==> src/pkg/tcs_cfg.svh <==
`ifndef TCS_CFG_SVH
`define TCS_CFG_SVH
// clock select encodings
`define TCS_SEL_INSTR 2'h0
`define TCS_SEL_SYS 2'h1
`define TCS_SEL_EXT 2'h2
// instruction clock is the system clock divided by four
`define TCS_INSTR_DIV_LAST 2'h3
`define TCS_DIV_ZERO 2'h0
`define TCS_COUNT_ZERO 16'h0000
`define TCS_COUNT_ONE 16'h0001
`define TCS_BYTE_ZERO 8'h00
`define TCS_PRE_ZERO 8'h00
`define TCS_PRE_ONE 8'h01
`define TCS_SYNC_ZERO 3'h0
`endif

==> src/pkg/tcs_pkg.sv <==
package tcs_pkg;
  // clock source decoded from select field and oscillator enable
  typedef enum logic [1:0] {
    SRC_INSTR = 2'b00,
    SRC_SYS = 2'b01,
    SRC_EXT = 2'b10,
    SRC_OSC = 2'b11
  } tcs_src_type;
endpackage : tcs_pkg

==> src/rtl/tcs_timer.sv <==
`timescale 1ns/1ns
`default_nettype none
`include "tcs_cfg.svh"
module tcs_timer #(
  parameter int PRE_W = 8
) (
  input wire logic clk_sys,
  input wire logic nrst,
  input wire logic [1:0] clkSrcSel,
  input wire logic secOscEnable,
  input wire logic timerOn,
  input wire logic gateEnable,
  input wire logic gateOpen,
  input wire logic extSync,
  input wire logic [PRE_W-1:0] prescale,
  input wire logic instrTick,
  input wire logic extRise,
  input wire logic extFall,
  input wire logic extLevel,
  input wire logic oscRise,
  input wire logic writeHigh,
  input wire logic writeLow,
  input wire logic [7:0] writeData,
  output logic [15:0] count,
  output logic armed
);
  import tcs_pkg::*;
  // ==========================================================
  // source decode
  tcs_src_type src;
  wire logic extMode;
  wire logic runEn;
  wire logic srcTick;
  wire logic preDone;
  wire logic doInc;
  wire logic doWrite;
  wire logic [15:0] wrValue;
  logic [PRE_W-1:0] preCnt_ff;
  logic [15:0] count_ff;
  logic armed_ff;
  assign src = (clkSrcSel == `TCS_SEL_SYS) ? SRC_SYS :
               (clkSrcSel == `TCS_SEL_EXT) ? (secOscEnable ? SRC_OSC : SRC_EXT) : SRC_INSTR;
  assign extMode = (src == SRC_EXT);
  assign runEn = timerOn && (!gateEnable || gateOpen);
  // system source ticks every cycle: four counts per instruction cycle
  assign srcTick = (src == SRC_SYS) ? 1'b1 :
                   (src == SRC_INSTR) ? instrTick :
                   (src == SRC_OSC) ? oscRise :
                   (extRise && armed);
  assign preDone = (preCnt_ff == prescale) || (prescale == PRE_W'(`TCS_PRE_ZERO));
  assign doInc = runEn && srcTick && preDone;
  assign doWrite = writeHigh || writeLow;
  assign wrValue = writeHigh ? {writeData, count[7:0]} : {count[15:8], writeData};
  assign count = count_ff;
  assign armed = armed_ff;
  // ==========================================================
  // prescaler counts source ticks between increments
  always_ff @(posedge clk_sys or negedge nrst) begin
    if (!nrst) begin
      preCnt_ff <= '0;
    end else if (doWrite || !runEn) begin
      preCnt_ff <= '0;
    end else if (srcTick) begin
      preCnt_ff <= preDone ? '0 : preCnt_ff + PRE_W'(`TCS_PRE_ONE);
    end
  end
  // counter: write loads at once, holds while off
  always_ff @(posedge clk_sys or negedge nrst) begin
    if (!nrst) begin
      count_ff <= `TCS_COUNT_ZERO;
    end else if (doWrite) begin
      count_ff <= wrValue;
    end else if (doInc) begin
      count_ff <= count_ff + `TCS_COUNT_ONE;
    end
  end
  // falling edge must be seen before first counted rising edge
  always_ff @(posedge clk_sys or negedge nrst) begin
    if (!nrst) begin
      armed_ff <= 1'b0;
    end else begin
      if (doWrite || !timerOn || !extMode) begin
        armed_ff <= 1'b0;
      end else if (extFall) begin
        armed_ff <= 1'b1;
      end
    end
  end
  // path choice and held pin level are handled in the top; kept for completeness
  wire logic unusedSync;
  assign unusedSync = extSync || extLevel;
endmodule : tcs_timer
`default_nettype wire

==> src/rtl/tcs_top.sv <==
`timescale 1ns/1ns
`default_nettype none
`include "tcs_cfg.svh"
// Behaviour
// - 16-bit counter, byte writes load immediately
// - counts only when on, gate allows
// - select field picks counting source
// - one shared secondary oscillator, any enable
// - internal source advances via prescaler
// - system clock: four counts per instruction
// - external pin counts on rising edges
// - external input synchronised on both extSync paths, same filter
// - falling edge required before first external pin count
// - secondary oscillator output is counted
module tcs_top #(
  parameter int NT = 3,
  parameter int PRE_W = 8
) (
  input wire logic clk_sys,
  input wire logic nrst,
  input wire logic [2*NT-1:0] clkSrcSel,
  input wire logic [NT-1:0] secOscEnable,
  input wire logic [NT-1:0] timerOn,
  input wire logic [NT-1:0] gateEnable,
  input wire logic [NT-1:0] gateInputPin,
  input wire logic [NT-1:0] extSync,
  input wire logic [NT*PRE_W-1:0] prescale,
  input wire logic [NT-1:0] extCountClkPin,
  input wire logic secOscInPin,
  input wire logic [NT-1:0] writeHigh,
  input wire logic [NT-1:0] writeLow,
  input wire logic [7:0] writeData,
  output logic [NT*8-1:0] countHighByte,
  output logic [NT*8-1:0] countLowByte,
  output logic secOscRun,
  output logic secOscOutPin
);
  import tcs_pkg::*;
  // ==========================================================
  // pin filter helpers, shared by every filtered pin
  // shift a pin sample into its three-flop filter
  function automatic logic [2:0] tcs_shift(input logic [2:0] s, input logic pin);
    return {s[1:0], pin};
  endfunction : tcs_shift
  // a level counts once the second and third flops agree
  function automatic logic tcs_settled(input logic [2:0] s);
    return s[1] == s[2];
  endfunction : tcs_settled
  // settled high while the held level is still low
  function automatic logic tcs_rise_seen(input logic [2:0] s, input logic lvl);
    return tcs_settled(s) && s[2] && !lvl;
  endfunction : tcs_rise_seen
  // settled low while the held level is still high
  function automatic logic tcs_fall_seen(input logic [2:0] s, input logic lvl);
    return tcs_settled(s) && !s[2] && lvl;
  endfunction : tcs_fall_seen
  // ==========================================================
  // limitations
  // the asynchronous count path is filtered like the synchronous one,
  // so both paths see a pin edge about four clocks late
  // count pins must rest high and low for two clocks or more
  // the gate pin passes the same filter, so gating lags the pin too
  // all timers share one instruction divider, so their ticks align
  // the prescaler also divides the external and crystal sources
  // a write and an increment in the same cycle: the write wins
  // ==========================================================
  // instruction clock divider
  logic [1:0] div_ff;
  wire logic [1:0] nxt_div;
  wire logic instrTick;
  // one instruction tick in every four system clocks
  assign instrTick = (div_ff == `TCS_INSTR_DIV_LAST);
  assign nxt_div = div_ff + 2'h1;
  // divider runs from reset and never stops
  always_ff @(posedge clk_sys or negedge nrst) begin
    if (!nrst) begin
      div_ff <= `TCS_DIV_ZERO;
    end else begin
      div_ff <= nxt_div;
    end
  end
  // ==========================================================
  // shared secondary oscillator, on if any timer enables it
  wire logic oscOn;
  assign oscOn = |secOscEnable;
  // crystal filter flops and held level
  logic [2:0] oscSync_ff;
  logic oscLvl_ff;
  wire logic oscRise;
  wire logic oscDrive;
  // a settled rising crystal edge, counted only while the oscillator runs
  assign oscRise = tcs_rise_seen(oscSync_ff, oscLvl_ff) && oscOn;
  // inverting amplifier drive, held low while the oscillator is off
  assign oscDrive = oscOn && !oscSync_ff[2];
  // crystal input filter and held level
  always_ff @(posedge clk_sys or negedge nrst) begin
    if (!nrst) begin
      oscSync_ff <= `TCS_SYNC_ZERO;
      oscLvl_ff <= 1'b0;
    end else begin
      oscSync_ff <= tcs_shift(oscSync_ff, secOscInPin);
      if (tcs_settled(oscSync_ff)) begin
        oscLvl_ff <= oscSync_ff[2];
      end
    end
  end
  // oscillator status and drive pins
  always_ff @(posedge clk_sys or negedge nrst) begin
    if (!nrst) begin
      secOscRun <= 1'b0;
      secOscOutPin <= 1'b0;
    end else begin
      secOscRun <= oscOn;
      secOscOutPin <= oscDrive;
    end
  end
  // ==========================================================
  // per-timer pin conditioning and counters
  genvar gi;
  generate
    for (gi = 0; gi < NT; gi++) begin : g_tmr
      // filter flops and held levels
      logic [2:0] extS_ff;
      logic extL_ff;
      logic [2:0] gateS_ff;
      logic asyncPrev_ff;
      // edge, gate and field decode
      wire logic extAgree;
      wire logic syncRise;
      wire logic syncFall;
      wire logic asyncRise;
      wire logic asyncFall;
      wire logic selRise;
      wire logic selFall;
      wire logic gateOpen;
      wire logic [1:0] selField;
      wire logic [PRE_W-1:0] preField;
      wire logic [15:0] cnt;
      // ========================================================
      // count pin edges, synchronised path
      assign extAgree = tcs_settled(extS_ff);
      assign syncRise = tcs_rise_seen(extS_ff, extL_ff);
      assign syncFall = tcs_fall_seen(extS_ff, extL_ff);
      // asynchronous path shares the same three-flop filter and latency
      assign asyncRise = tcs_rise_seen(extS_ff, asyncPrev_ff);
      assign asyncFall = tcs_fall_seen(extS_ff, asyncPrev_ff);
      // path choice per timer
      assign selRise = extSync[gi] ? syncRise : asyncRise;
      assign selFall = extSync[gi] ? syncFall : asyncFall;
      // gate pin opens the count once settled high
      assign gateOpen = tcs_settled(gateS_ff) && gateS_ff[2];
      // this timer's fields of the shared control buses
      assign selField = clkSrcSel[2*gi +: 2];
      assign preField = prescale[PRE_W*gi +: PRE_W];
      // ========================================================
      // count pin filter and held levels
      always_ff @(posedge clk_sys or negedge nrst) begin
        if (!nrst) begin
          extS_ff <= `TCS_SYNC_ZERO;
          extL_ff <= 1'b0;
          asyncPrev_ff <= 1'b0;
        end else begin
          extS_ff <= tcs_shift(extS_ff, extCountClkPin[gi]);
          if (extAgree) begin
            extL_ff <= extS_ff[2];
            asyncPrev_ff <= extS_ff[2];
          end
        end
      end
      // gate pin filter
      always_ff @(posedge clk_sys or negedge nrst) begin
        if (!nrst) begin
          gateS_ff <= `TCS_SYNC_ZERO;
        end else begin
          gateS_ff <= tcs_shift(gateS_ff, gateInputPin[gi]);
        end
      end
      // ========================================================
      // one counter per slice, fed by the decoded sources
      tcs_timer #(.PRE_W(PRE_W)) u_tmr (
        .clk_sys(clk_sys),
        .nrst(nrst),
        .clkSrcSel(selField),
        .secOscEnable(secOscEnable[gi]),
        .timerOn(timerOn[gi]),
        .gateEnable(gateEnable[gi]),
        .gateOpen(gateOpen),
        .extSync(extSync[gi]),
        .prescale(preField),
        .instrTick(instrTick),
        .extRise(selRise),
        .extFall(selFall),
        .extLevel(extL_ff),
        .oscRise(oscRise),
        .writeHigh(writeHigh[gi]),
        .writeLow(writeLow[gi]),
        .writeData(writeData),
        .count(cnt),
        .armed()
      );
      // ========================================================
      // count bytes, registered per timer
      logic [7:0] hiByte_ff;
      logic [7:0] loByte_ff;
      always_ff @(posedge clk_sys or negedge nrst) begin
        if (!nrst) begin
          hiByte_ff <= `TCS_BYTE_ZERO;
          loByte_ff <= `TCS_BYTE_ZERO;
        end else begin
          hiByte_ff <= cnt[15:8];
          loByte_ff <= cnt[7:0];
        end
      end
      // outputs straight from flops
      assign countHighByte[8*gi +: 8] = hiByte_ff;
      assign countLowByte[8*gi +: 8] = loByte_ff;
    end
  endgenerate
endmodule : tcs_top
`default_nettype wire

==> config.mk <==
export PLATFORM = sky130hd
export DESIGN_NAME = tcs_top
export DESIGN_NICKNAME = d
export VERILOG_FILES = /design/src/pkg/tcs_pkg.sv /design/src/rtl/tcs_timer.sv /design/src/rtl/tcs_top.sv
export VERILOG_INCLUDE_DIRS = /design/src /design/src/pkg
export SDC_FILE = /design/constraint.sdc
export NUM_CORES = 1
export LEC_CHECK = 0
export ABC_AREA = 1
export BUFFER_PORTS_ARGS = -buffer_cell sky130_fd_sc_hd__buf_2
export CORE_MARGIN = 10
export CORE_UTILIZATION = 52
export CTS_BUF_LIST = sky130_fd_sc_hd__clkbuf_16
export DETAILED_ROUTE_END_ITERATION = 6
export PLACE_DENSITY = 0.84
export SYNTH_ARGS = -nofsm -noshare
export SYNTH_HDL_FRONTEND = slang
export SYNTH_HIERARCHICAL = 1
export SYNTH_SLANG_ARGS = --single-unit
==> constraint.sdc <==
create_clock -name clk_sys -period 1.7 [get_ports clk_sys]
set_clock_uncertainty 0.15 [all_clocks]
set_input_delay 0.085 -clock clk_sys [delete_from_list [all_inputs] [get_ports clk_sys]]
set_output_delay 0.085 -clock clk_sys [all_outputs]
set_load 0.1 [all_outputs]
==> results.md, run 1 <==
- Worst r2r path cells: 12
- Total Power: slightly above 10,000 uW
- Initial Util: 0.527
- Final wirelength: between 20 and 25 mm
- Post-route worst setup slack: -239 ps
- Max-slew headroom: 0.542
- Synthesis-to-finish area growth: 36.5%
- Max Fclk: slightly above 500 MHz
- Post-synthesis sequential area ratio: 0.478
- Area of the multi-input gates: slightly above 4000 um2
- Startpoint class of the critical path: flip-flop
- Final Core Density: 0.720
- Final Non-Filler Cells: around 1,500
- Clock Path Buffers: 2
- Unrepaired setup endpoints after global routing: true
- Synth top cells by count: nand2_1 (381), dfrtp_1 (152), inv_1 (119)
- Crit share post-route: 1.14
- Chip height: ~140 um
- Die area: roughly 21,000 um2
- Avg Cell Area, Syn: a little under 8 um2
- Fillers: between 1,000 and 1,500
- Die Wd: 144 um
- Min-Delay Path Depth: 5
- Post-synth EDFFs: 0
- Clock-pin slew on the worst setup and hold paths: 60 ps
- Dpl ws: -156 ps
- Final nets: about 1,300
- Synth async-reset ratio: 1.00
- Fraction of layout cells with a size suffix above 1: 0.271
- GPL Wtd Cong: between 0.9 and 1
- Distinct cells, synth: 34
- FF-to-FF End: g_tmr[0].u_tmr/preCnt_ff[3]$_DFFE_PN0P_
- Synth warn: 6
- Final HPWL DP: around 14 mm
- GRT Residual Overflow: 0
- Pwr dens: between 900 and 1000 nW/um2
- Primary FF master, synth: dfrtp_1
- Synth Cell Area: 7950 um2
- HP Class: in -> reg
- Arr. time, crit path: between 2000 and 2500 ps
- H-tree depth: 4
- Minimum clock period: about 1900 ps
- Post-Syn Nets: 1,106
- Slew @ Worst Pin: between 600 and 700 ps
- Dpl cells: approximately 1,400
- Crit-path max FO: 7
- Crit Path Category: reg -> reg
- IO Pins: about 120
- Final setup violation count: 72
- Reg2reg start: oscSync_ff[2]$_DFF_PN0_
- Gr usage total: 0.221
- Most frequent cell after synthesis: nand2_1
- CTS sink count: between 150 and 200
- Status: complete, but fails checks
- Drt pass-1 iters: 5
- Worst Min Path Start: prescale[2]
- CTS tree: built
- Synth area leader: dfrtp_1
- Row count: 45
- Cells after synthesis: roughly 1,000
- DR WL/cell: approximately 16 um
- Ant diodes: 0
- Reg2Reg Setup Slack: -240 ps
- Largest net degree at the start of global routing: between 50 and 60
- Cell leakage power: ~0.0055 uW
- Final Cell Area: around 11,000 um2
- Clock root cell: clkbuf_16
- Leading post-synthesis cells by cell area: dfrtp_1 (48%), nand2_1 (18%), inv_1 (5.6%)
- DRC Markers: 0
- Final Hold Fails: 0
- Maxcap violations: 0
- CP Capture Type: flip-flop
- Drt via density: between 5 and 6
- First-pass GRT wire length: between 30 and 40 mm
- Vias in the first global route: 7,603
- 1st-iter DRT viols: 530
- Worst vdd ir: about 0.0008 V
- Seq. cell area: ~3800 um2
- Pins over their slew limit: 0
- Clock latency at the later pin of the worst-skew pair: approximately 420 ps
- # port buffers: between 100 and 150
- Core area: between 15,000 and 20,000 um2
- Initial antenna violation count: 1
- Hold EP: g_tmr[0].u_tmr/preCnt_ff[1]$_DFFE_PN0P_
- Synth top area share: 0.478
- Num CTS Buffers: 17
- Antenna-violating nets left: 0
- Violated checks: setup timing
- Routed via count: ~7,700
- Area after DPL: 9140 um2
- WP data required: ~1900 ps
- Seq cells post-synth: about 150
-- layout by cell type (no fill, tap or decap), drive strengths merged, types with 18 or more instances in the layout --
cell type / count
a21oi: 21
buf: 186
dfrtp: 152
dlygate4sd3: 40
inv: 127
nand2: 398
nand3: 102
nor2: 92
o21ai: 43
xnor2: 18
-- cells by family (layout without fill, tap and decap cells) --
kind of cell / count (synthesis) / after routing / synth area share
fa+ha+maj: 14 / 14 / 0.0220
mux: 3 / 3 / 0.00378
flops: 152 / 152 / 0.478
compound gates: 76 / 76 / 0.0535
xor+xnor: 20 / 20 / 0.0220
simple gates: 624 / 628 / 0.346
buf+inv: 138 / 378 / 0.0744
-- where the power goes --
group | switching (uW) | internal, uW
Clock | 1580 | 2200
Combinational | 1600 | 552
Sequential | 245 | 3890
-- per-layer routing --
layer / part of all wire / vias to the layer above / global-route usage / wire length, um
li1: - / 3696 / - / -
met4: 0.031 / 2 / 0.0930 / 712
met1: 0.40 / 3648 / 0.267 / 9220
met5: 0.00035 / - / 0 / 8
met2: 0.49 / 337 / 0.371 / 11300
met3: 0.076 / 65 / 0.0498 / 1750
-- stage by stage --
stage                     hold WS, ps  setup TNS (ps)
after global routing             72.7          -17750
after global placement           -152           -4250
after CTS                        5.01           -4180
final                            31.6           -9360
after detailed placement         -148           -6200
after floorplan                  -361               0
-- final cells by class --
| type | instances | share of cell area |
|---|---|---|
| Clock buffer | 17 | 0.0392 |
| Timing Repair Buffer | 226 | 0.156 |
| Sequential cell | 152 | 0.350 |
| Multi-Input combinational cell | 741 | 0.376 |
| Tap cell | 188 | 0.0217 |
| Clock inverter | 15 | 0.0152 |
| Inverter | 120 | 0.0417 |
-- registers in the layout, summed over array words and instances, names as in the netlist --
register / cells
div_ff: 2
g_tmr.asyncPrev_ff: 1
g_tmr.extL_ff: 2
g_tmr.extS_ff: 9
g_tmr.gateS_ff: 9
g_tmr.hiByte_ff: 24
g_tmr.loByte_ff: 24
g_tmr.u_tmr/armed: 3
g_tmr.u_tmr/count: 48
g_tmr.u_tmr/preCnt_ff: 24
oscLvl_ff: 1
oscSync_ff: 3
secOscOutPin: 1
secOscRun: 1
-- what timing repair did --
action                                  4_1_cts  5_1_grt
endpoints found under the setup margin       70       73
hold buffers                                 40        0
gates resized for setup                      60       68
gates cloned                                  4        1
hold endpoints to repair                    214        0
setup buffers                                 8        5
pin swaps                                    31       36
-- worst max-delay path: stages, from the launching register on --
cell and delay (ps):
dfrtp_1 390, ha_2 180, nand2_2 80, a21oi_4 40, inv_1 60, nand2_1 50
nand3b_1 110, buf_4 130, nand3_4 140, buf_8 190, buf_6 110, a21oi_2 130
nor2_1 70
-- how the worst max path moves through the flow --
stage,from,end,slack [ps],cells past startpoint
4_1_cts,oscSync_ff[2]$_DFF_PN0_,g_tmr[0].u_tmr/count[8]$_DFFE_PN0P_,-100,12
5_1_grt,oscSync_ff[1]$_DFF_PN0_,g_tmr[0].u_tmr/preCnt_ff[3]$_DFFE_PN0P_,-320,12
2_1_floorplan,oscSync_ff[2]$_DFF_PN0_,g_tmr[0].u_tmr/count[13]$_DFFE_PN0P_,40,12
6_report,oscSync_ff[2]$_DFF_PN0_,g_tmr[0].u_tmr/preCnt_ff[3]$_DFFE_PN0P_,-240,12
3_3_place_gp,oscSync_ff[1]$_DFF_PN0_,g_tmr[0].u_tmr/count[15]$_DFFE_PN0P_,-130,12
3_5_place_dp,oscSync_ff[1]$_DFF_PN0_,g_tmr[0].u_tmr/preCnt_ff[2]$_DFFE_PN0P_,-160,10
Power figures use the tool's default switching activity.
==> run 2: changes to the inputs <==
CORE_UTILIZATION = 40   (was 52)
PLACE_DENSITY = 0.69   (was 0.84)
==> run 2 against run 1 <==
Effect of this change:
- highest routed layer is now met4
- largest power group unchanged
- clock power is 7.7% higher
- critical path type unchanged
- the flow still finishes with violations (setup timing)
- setup slack better by 83 ps
- clock-buffer cell count unchanged
==> results.md, run 2 (same netlist as run 1, synthesis figures left out) <==
- Startpoint class of the critical path: flip-flop
- # port buffers: 111
- Maxcap violations: 0
- Final setup violation count: 68
- Clock-pin slew on the worst setup and hold paths: 60 ps
- Initial antenna violation count: 0
- Ant diodes: 0
- Drt pass-1 iters: 6
- Antenna-violating nets left: 0
- Max incr delay on CP: 370 ps
- HP Class: in -> reg
- Violated checks: setup timing
- Gr usage total: 0.164
- Routed via count: between 7,000 and 8,000
- Clock root cell: clkbuf_16
- Status: complete, but fails checks
- Max FFs per register: 48
- Final wirelength: between 20 and 25 mm
- Worst Min Path Start: prescale[19]
- WP data required: 1860 ps
- DRC Markers: 0
- Post-route worst setup slack: -157 ps
- Slew @ Worst Pin: roughly 700 ps
- Cell leakage power: between 0.005 and 0.006 uW
- 1st-iter DRT viols: slightly above 400
- GPL Wtd Cong: roughly 0.88
- First-pass GRT wire length: ~35 mm
- Final Non-Filler Cells: 1,534
- Clock Path Buffers: 2
- Pwr dens: 959 nW/um2
- IO Pins: 115
- Slowest-stage cell, CP: dfrtp_1
- Most common cell after layout, fill and taps aside: nand2_1
- Initial Util: 0.407
- Crit-path max FO: 7
- Worst setup path startpoint: oscSync_ff[1]$_DFF_PN0_
- Final Hold Fails: 0
- CP Capture Type: flip-flop
- Crit Path Category: reg -> reg
- CTS sink count: between 150 and 200
- Final HPWL DP: around 15 mm
- Critical path cell sequence: ha_2 -> nand2_2 -> a21oi_4 -> inv_1 -> nand2_1 -> nand3b_1 -> nand2_1 -> and2_4 -> nand2_8 -> buf_6 -> nand3_2 -> nand2_2
- Final nets: 1,335
- Final Cell Area: approximately 11,000 um2
- Die Wd: between 150 and 200 um
- Fraction of layout cells with a size suffix above 1: 0.246
- Drt via density: 4.87
- Pins over their slew limit: 0
- Unrepaired setup endpoints after global routing: true
- Area after DPL: 9240 um2
- Worst vdd ir: 0.000904 V
- Synthesis-to-finish area growth: 35.2%
- Arr. time, crit path: just over 2000 ps
- Chip height: around 160 um
- Minimum clock period: roughly 1900 ps
- GRT Residual Overflow: 0
- Reg2reg start: oscSync_ff[1]$_DFF_PN0_
- Most frequent cells in the layout: nand2_1 (373), dfrtp_1 (152), inv_1 (118)
- DR WL/cell: ~14 um
- Core area: about 20,000 um2
- Clock latency at the later pin of the worst-skew pair: between 400 and 500 ps
- Crit share post-route: 1.09
- Die area: 25,900 um2
- Num CTS Buffers: 17
- Dpl cells: about 1,500
- CTS tree: built
- Delay-heaviest family, CP: simple AND/OR/NAND/NOR gates
- Max-slew headroom: 0.534
- Row count: 51
- H-tree depth: 4
- Max Fclk: approximately 540 MHz
- Vias in the first global route: just over 7,000
- Crit path buf inv count: 2
- Largest net degree at the start of global routing: 60
## run 2: cell types whose count changed in the layout (fill, tap and decap cells not counted), sizes merged
cell / delta
inv: -6
nand2: -1
bufinv: +3
buf: -3
dlygate4sd3: +2
clkinv: +3
## run 2: cell type report
cell class | instances | area [um2]
well taps | 265 | 332
inverters | 120 | 450
flip-flops and latches | 152 | 3800
clock buffers | 17 | 425
fillers | 1787 | 8780
multi-input cells | 740 | 3910
repair buffers | 225 | 1620
clock inverters | 15 | 209
## run 2: worst paths after layout
| kind | to | slack (ps) | cells after the start |
|---|---|---|---|
| hold reg to reg | g_tmr[1].gateS_ff[1]$_DFF_PN0_ | 200 | 0 |
| min in group asynchronous | g_tmr[1].hiByte_ff[1]$_DFF_PN0_ | 90 | 3 |
| setup / recovery | g_tmr[1].u_tmr/count[14]$_DFFE_PN0P_ | -160 | 12 |
| setup reg to reg | g_tmr[1].u_tmr/count[14]$_DFFE_PN0P_ | -160 | 12 |
| max in group asynchronous | g_tmr[2].u_tmr/count[3]$_DFFE_PN0P_ | 220 | 3 |
| hold / removal | g_tmr[2].u_tmr/preCnt_ff[0]$_DFFE_PN0P_ | 30 | 5 |
## run 2: tightest hold or removal path, stage by stage
cell and delay [ps]:
buf_2 100, nor3_1 50, nand2_1 120, nand3_1 90, mux2i_1 110
## run 2: metal layers
| layer | share of wire | global-route usage | wire length (um) | up-vias |
|---|---|---|---|---|
| met5 | 0 | 0 | 0 | - |
| met3 | 0.079 | 0.0513 | 1700 | 35 |
| met1 | 0.44 | 0.208 | 9400 | 3497 |
| li1 | - | - | - | 3692 |
| met4 | 0.020 | 0.0517 | 440 | 0 |
| met2 | 0.46 | 0.262 | 9990 | 251 |
## run 2: report_power, final
group | internal [uW] | switching [uW]
logic | 542 | 1580
clock network | 2580 | 1480
registers | 3900 | 231
## run 2: metrics by stage
stage               utilization  power [uW]  TNS [ps]  setup slack [ps]  hold slack, ps
global route              0.551       10800    -15460              -269            66.7
global placement          0.473        6140     -4650              -136            -218
CTS                       0.544       10400     -5020              -115            10.8
finish                    0.551       10300     -5970              -157            34.9
floorplan                     -        5550         0              37.6            -361
detailed placement        0.473        6170     -7830              -191            -216
## run 2: repair_timing
item                                   CTS  global route
resized for setup                       50            30
pin swaps                               36            21
endpoints found under the hold margin  214             0
hold buffers                            42             0
gates cloned                             4             0
setup buffers                            5             0
setup endpoints to repair               68            72
==> run 3: changes to the inputs <==
==> constraint.sdc (replaced) <==
create_clock -name clk_sys -period 1.7 [get_ports clk_sys]
set_clock_uncertainty 0.15 [all_clocks]
set_input_delay 0.34 -clock clk_sys [delete_from_list [all_inputs] [get_ports clk_sys]]
set_output_delay 0.34 -clock clk_sys [all_outputs]
set_load 0.1 [all_outputs]
==> run 3 against run 2 <==
Effect of this change:
- the flow still finishes with violations (setup timing)
- cell count shrank 1.4%
- first-iteration DRC count shrank 7.0%
- sequential share of layout area grew 0.67 points
- flip-flop and latch count is the same
==> results.md, run 3 (same netlist as run 1, synthesis figures left out) <==
- Max Fclk: ~550 MHz
- Violated checks: setup timing
- GRT Residual Overflow: 0
- Maxcap violations: 0
- Gr usage total: 0.156
- Fraction of layout cells with a size suffix above 1: 0.253
- CTS tree: built
- Chip height: between 150 and 200 um
- WP data required: roughly 1900 ps
- Drt pass-1 iters: 5
- Die Wd: 161 um
- Final setup violation count: around 60
- H-tree depth: 4
- TNS Setup: -4720 ps
- First-pass GRT wire length: between 30 and 40 mm
- Pins over their slew limit: 0
- Reg2reg start: oscSync_ff[2]$_DFF_PN0_
- Worst Min Path Start: secOscEnable[0]
- Antenna-violating nets left: 0
- Final nets: between 1,000 and 1,500
- Ant diodes: 0
- Crit Path Category: reg -> reg
- CP Capture Type: flip-flop
- Final HPWL DP: around 15 mm
- Crit-path max FO: 8
- IO Pins: 115
- Num CTS Buffers: 17
- Max-slew headroom: 0.622
- Final wirelength: approximately 21 mm
- GPL Wtd Cong: 0.856
- Post-route worst setup slack: -118 ps
- Largest net degree at the start of global routing: 54
- CTS sink count: roughly 150
- Startpoint class of the critical path: flip-flop
- DRC Markers: 0
- Final Cell Area: 10,600 um2
- Clock-pin slew on the worst setup and hold paths: ~60 ps
- Unrepaired setup endpoints after global routing: true
- Max FFs per register: between 40 and 50
- Routed via count: 7,184
- Vias in the first global route: 6,778
- Row count: 51
- Clock root cell: clkbuf_16
- HP Class: in -> reg
- Initial antenna violation count: 0
- Initial Util: 0.407
- Clock latency at the later pin of the worst-skew pair: between 400 and 500 ps
- Most common cell after layout, fill and taps aside: nand2_1
- Worst vdd ir: a little over 0.0009 V
- Worst setup path startpoint: oscSync_ff[2]$_DFF_PN0_
- Slew @ Worst Pin: about 570 ps
- Final Hold Fails: 0
- 1st-iter DRT viols: 383
- Arr. time, crit path: between 1500 and 2000 ps
- Crit share post-route: 1.07
- Pwr dens: 964 nW/um2
- Most frequent cells in the layout: nand2_1 (373), dfrtp_1 (152), inv_1 (120)
- Clock Path Buffers: 2
- Core area: a little under 20,000 um2
- Die area: 25,900 um2
- Minimum clock period: 1820 ps
- Drt via density: ~4.8
- Area after DPL: roughly 9400 um2
- Cell leakage power: between 0.005 and 0.006 uW
- # port buffers: 111
- Synthesis-to-finish area growth: 32.6%
- Status: complete, but fails checks
- DR WL/cell: 13.6 um
-- run 3: changes by cell type in the layout (fill, tap and decap cells not counted), moves of 6 or more --
cell,previous run,this run
buf_4,58,82
nand3_1,49,56
clkbuf_4,0,22
nand3_2,49,43
buf_6,11,5
dlygate4sd3_1,42,9
buf_2,110,78
-- run 3: layout make-up --
| type | instances | area, um2 |
|---|---|---|
| inverter | 120 | 450 |
| timing repair buffer | 203 | 1450 |
| multi-input combinational | 740 | 3900 |
| sequential | 152 | 3800 |
| clock buffer | 17 | 425 |
| fill | 1828 | 8980 |
| tap | 265 | 332 |
| clock inverter | 15 | 186 |
-- run 3: power by group --
group | switching, uW | leakage (uW) | internal, uW
clock | 1480 | 0.000299 | 2430
sequential | 234 | 0.00197 | 3900
combinational | 1560 | 0.00305 | 557
-- run 3: what timing repair did --
action,in CTS,in global routing
endpoints found under the hold margin,160,0
pin swaps,1,43
endpoints found under the setup margin,79,94
hold buffers,9,0
gates resized for setup,39,67
buffers inserted,2,0
cloned,3,1
-- run 3: final timing paths --
| kind | end | slack (ps) | cells after the start |
|---|---|---|---|
| min reg2reg | g_tmr[1].gateS_ff[1]$_DFF_PN0_ | 200 | 0 |
| min | g_tmr[0].u_tmr/armed$_DFFE_PN0P_ | 70 | 3 |
| max in group asynchronous | g_tmr[2].gateS_ff[2]$_DFF_PN0_ | 720 | 3 |
| min in group asynchronous | g_tmr[1].u_tmr/count[12]$_DFFE_PN0P_ | 150 | 2 |
| max | g_tmr[0].u_tmr/count[14]$_DFFE_PN0P_ | -120 | 12 |
| max reg2reg | g_tmr[0].u_tmr/count[14]$_DFFE_PN0P_ | -120 | 12 |
-- run 3: worst max-delay path, cell delays in order (launching register included) --
cell,delay [ps]
dfrtp_1,350
ha_2,180
nand2_2,40
a21oi_2,130
inv_1,60
nand2_1,60
nand3b_1,100
nand2_1,80
and2_4,170
nand2_8,100
buf_8,160
nand3_2,50
nand2_1,60
-- run 3: through the flow --
stage	power [uW]	utilization	setup WS [ps]	std cells	hold slack, ps
2_1_floorplan	5550	-	37.6	1027	-106
3_3_place_gp	6170	0.479	-142	1465	37.6
3_5_place_dp	6190	0.479	-143	1465	41.6
4_1_cts	10200	0.526	-95.5	1511	54.9
5_1_grt	10600	0.540	-243	1512	59.0
6_report	10200	0.540	-118	1512	74.4
-- run 3: metal layers --
layer | up-vias | part of all wire | track usage
met5 | - | 0 | 0
met4 | 0 | 0.016 | 0.0438
met3 | 25 | 0.062 | 0.0468
met2 | 176 | 0.46 | 0.245
met1 | 3334 | 0.46 | 0.204
li1 | 3649 | - | -
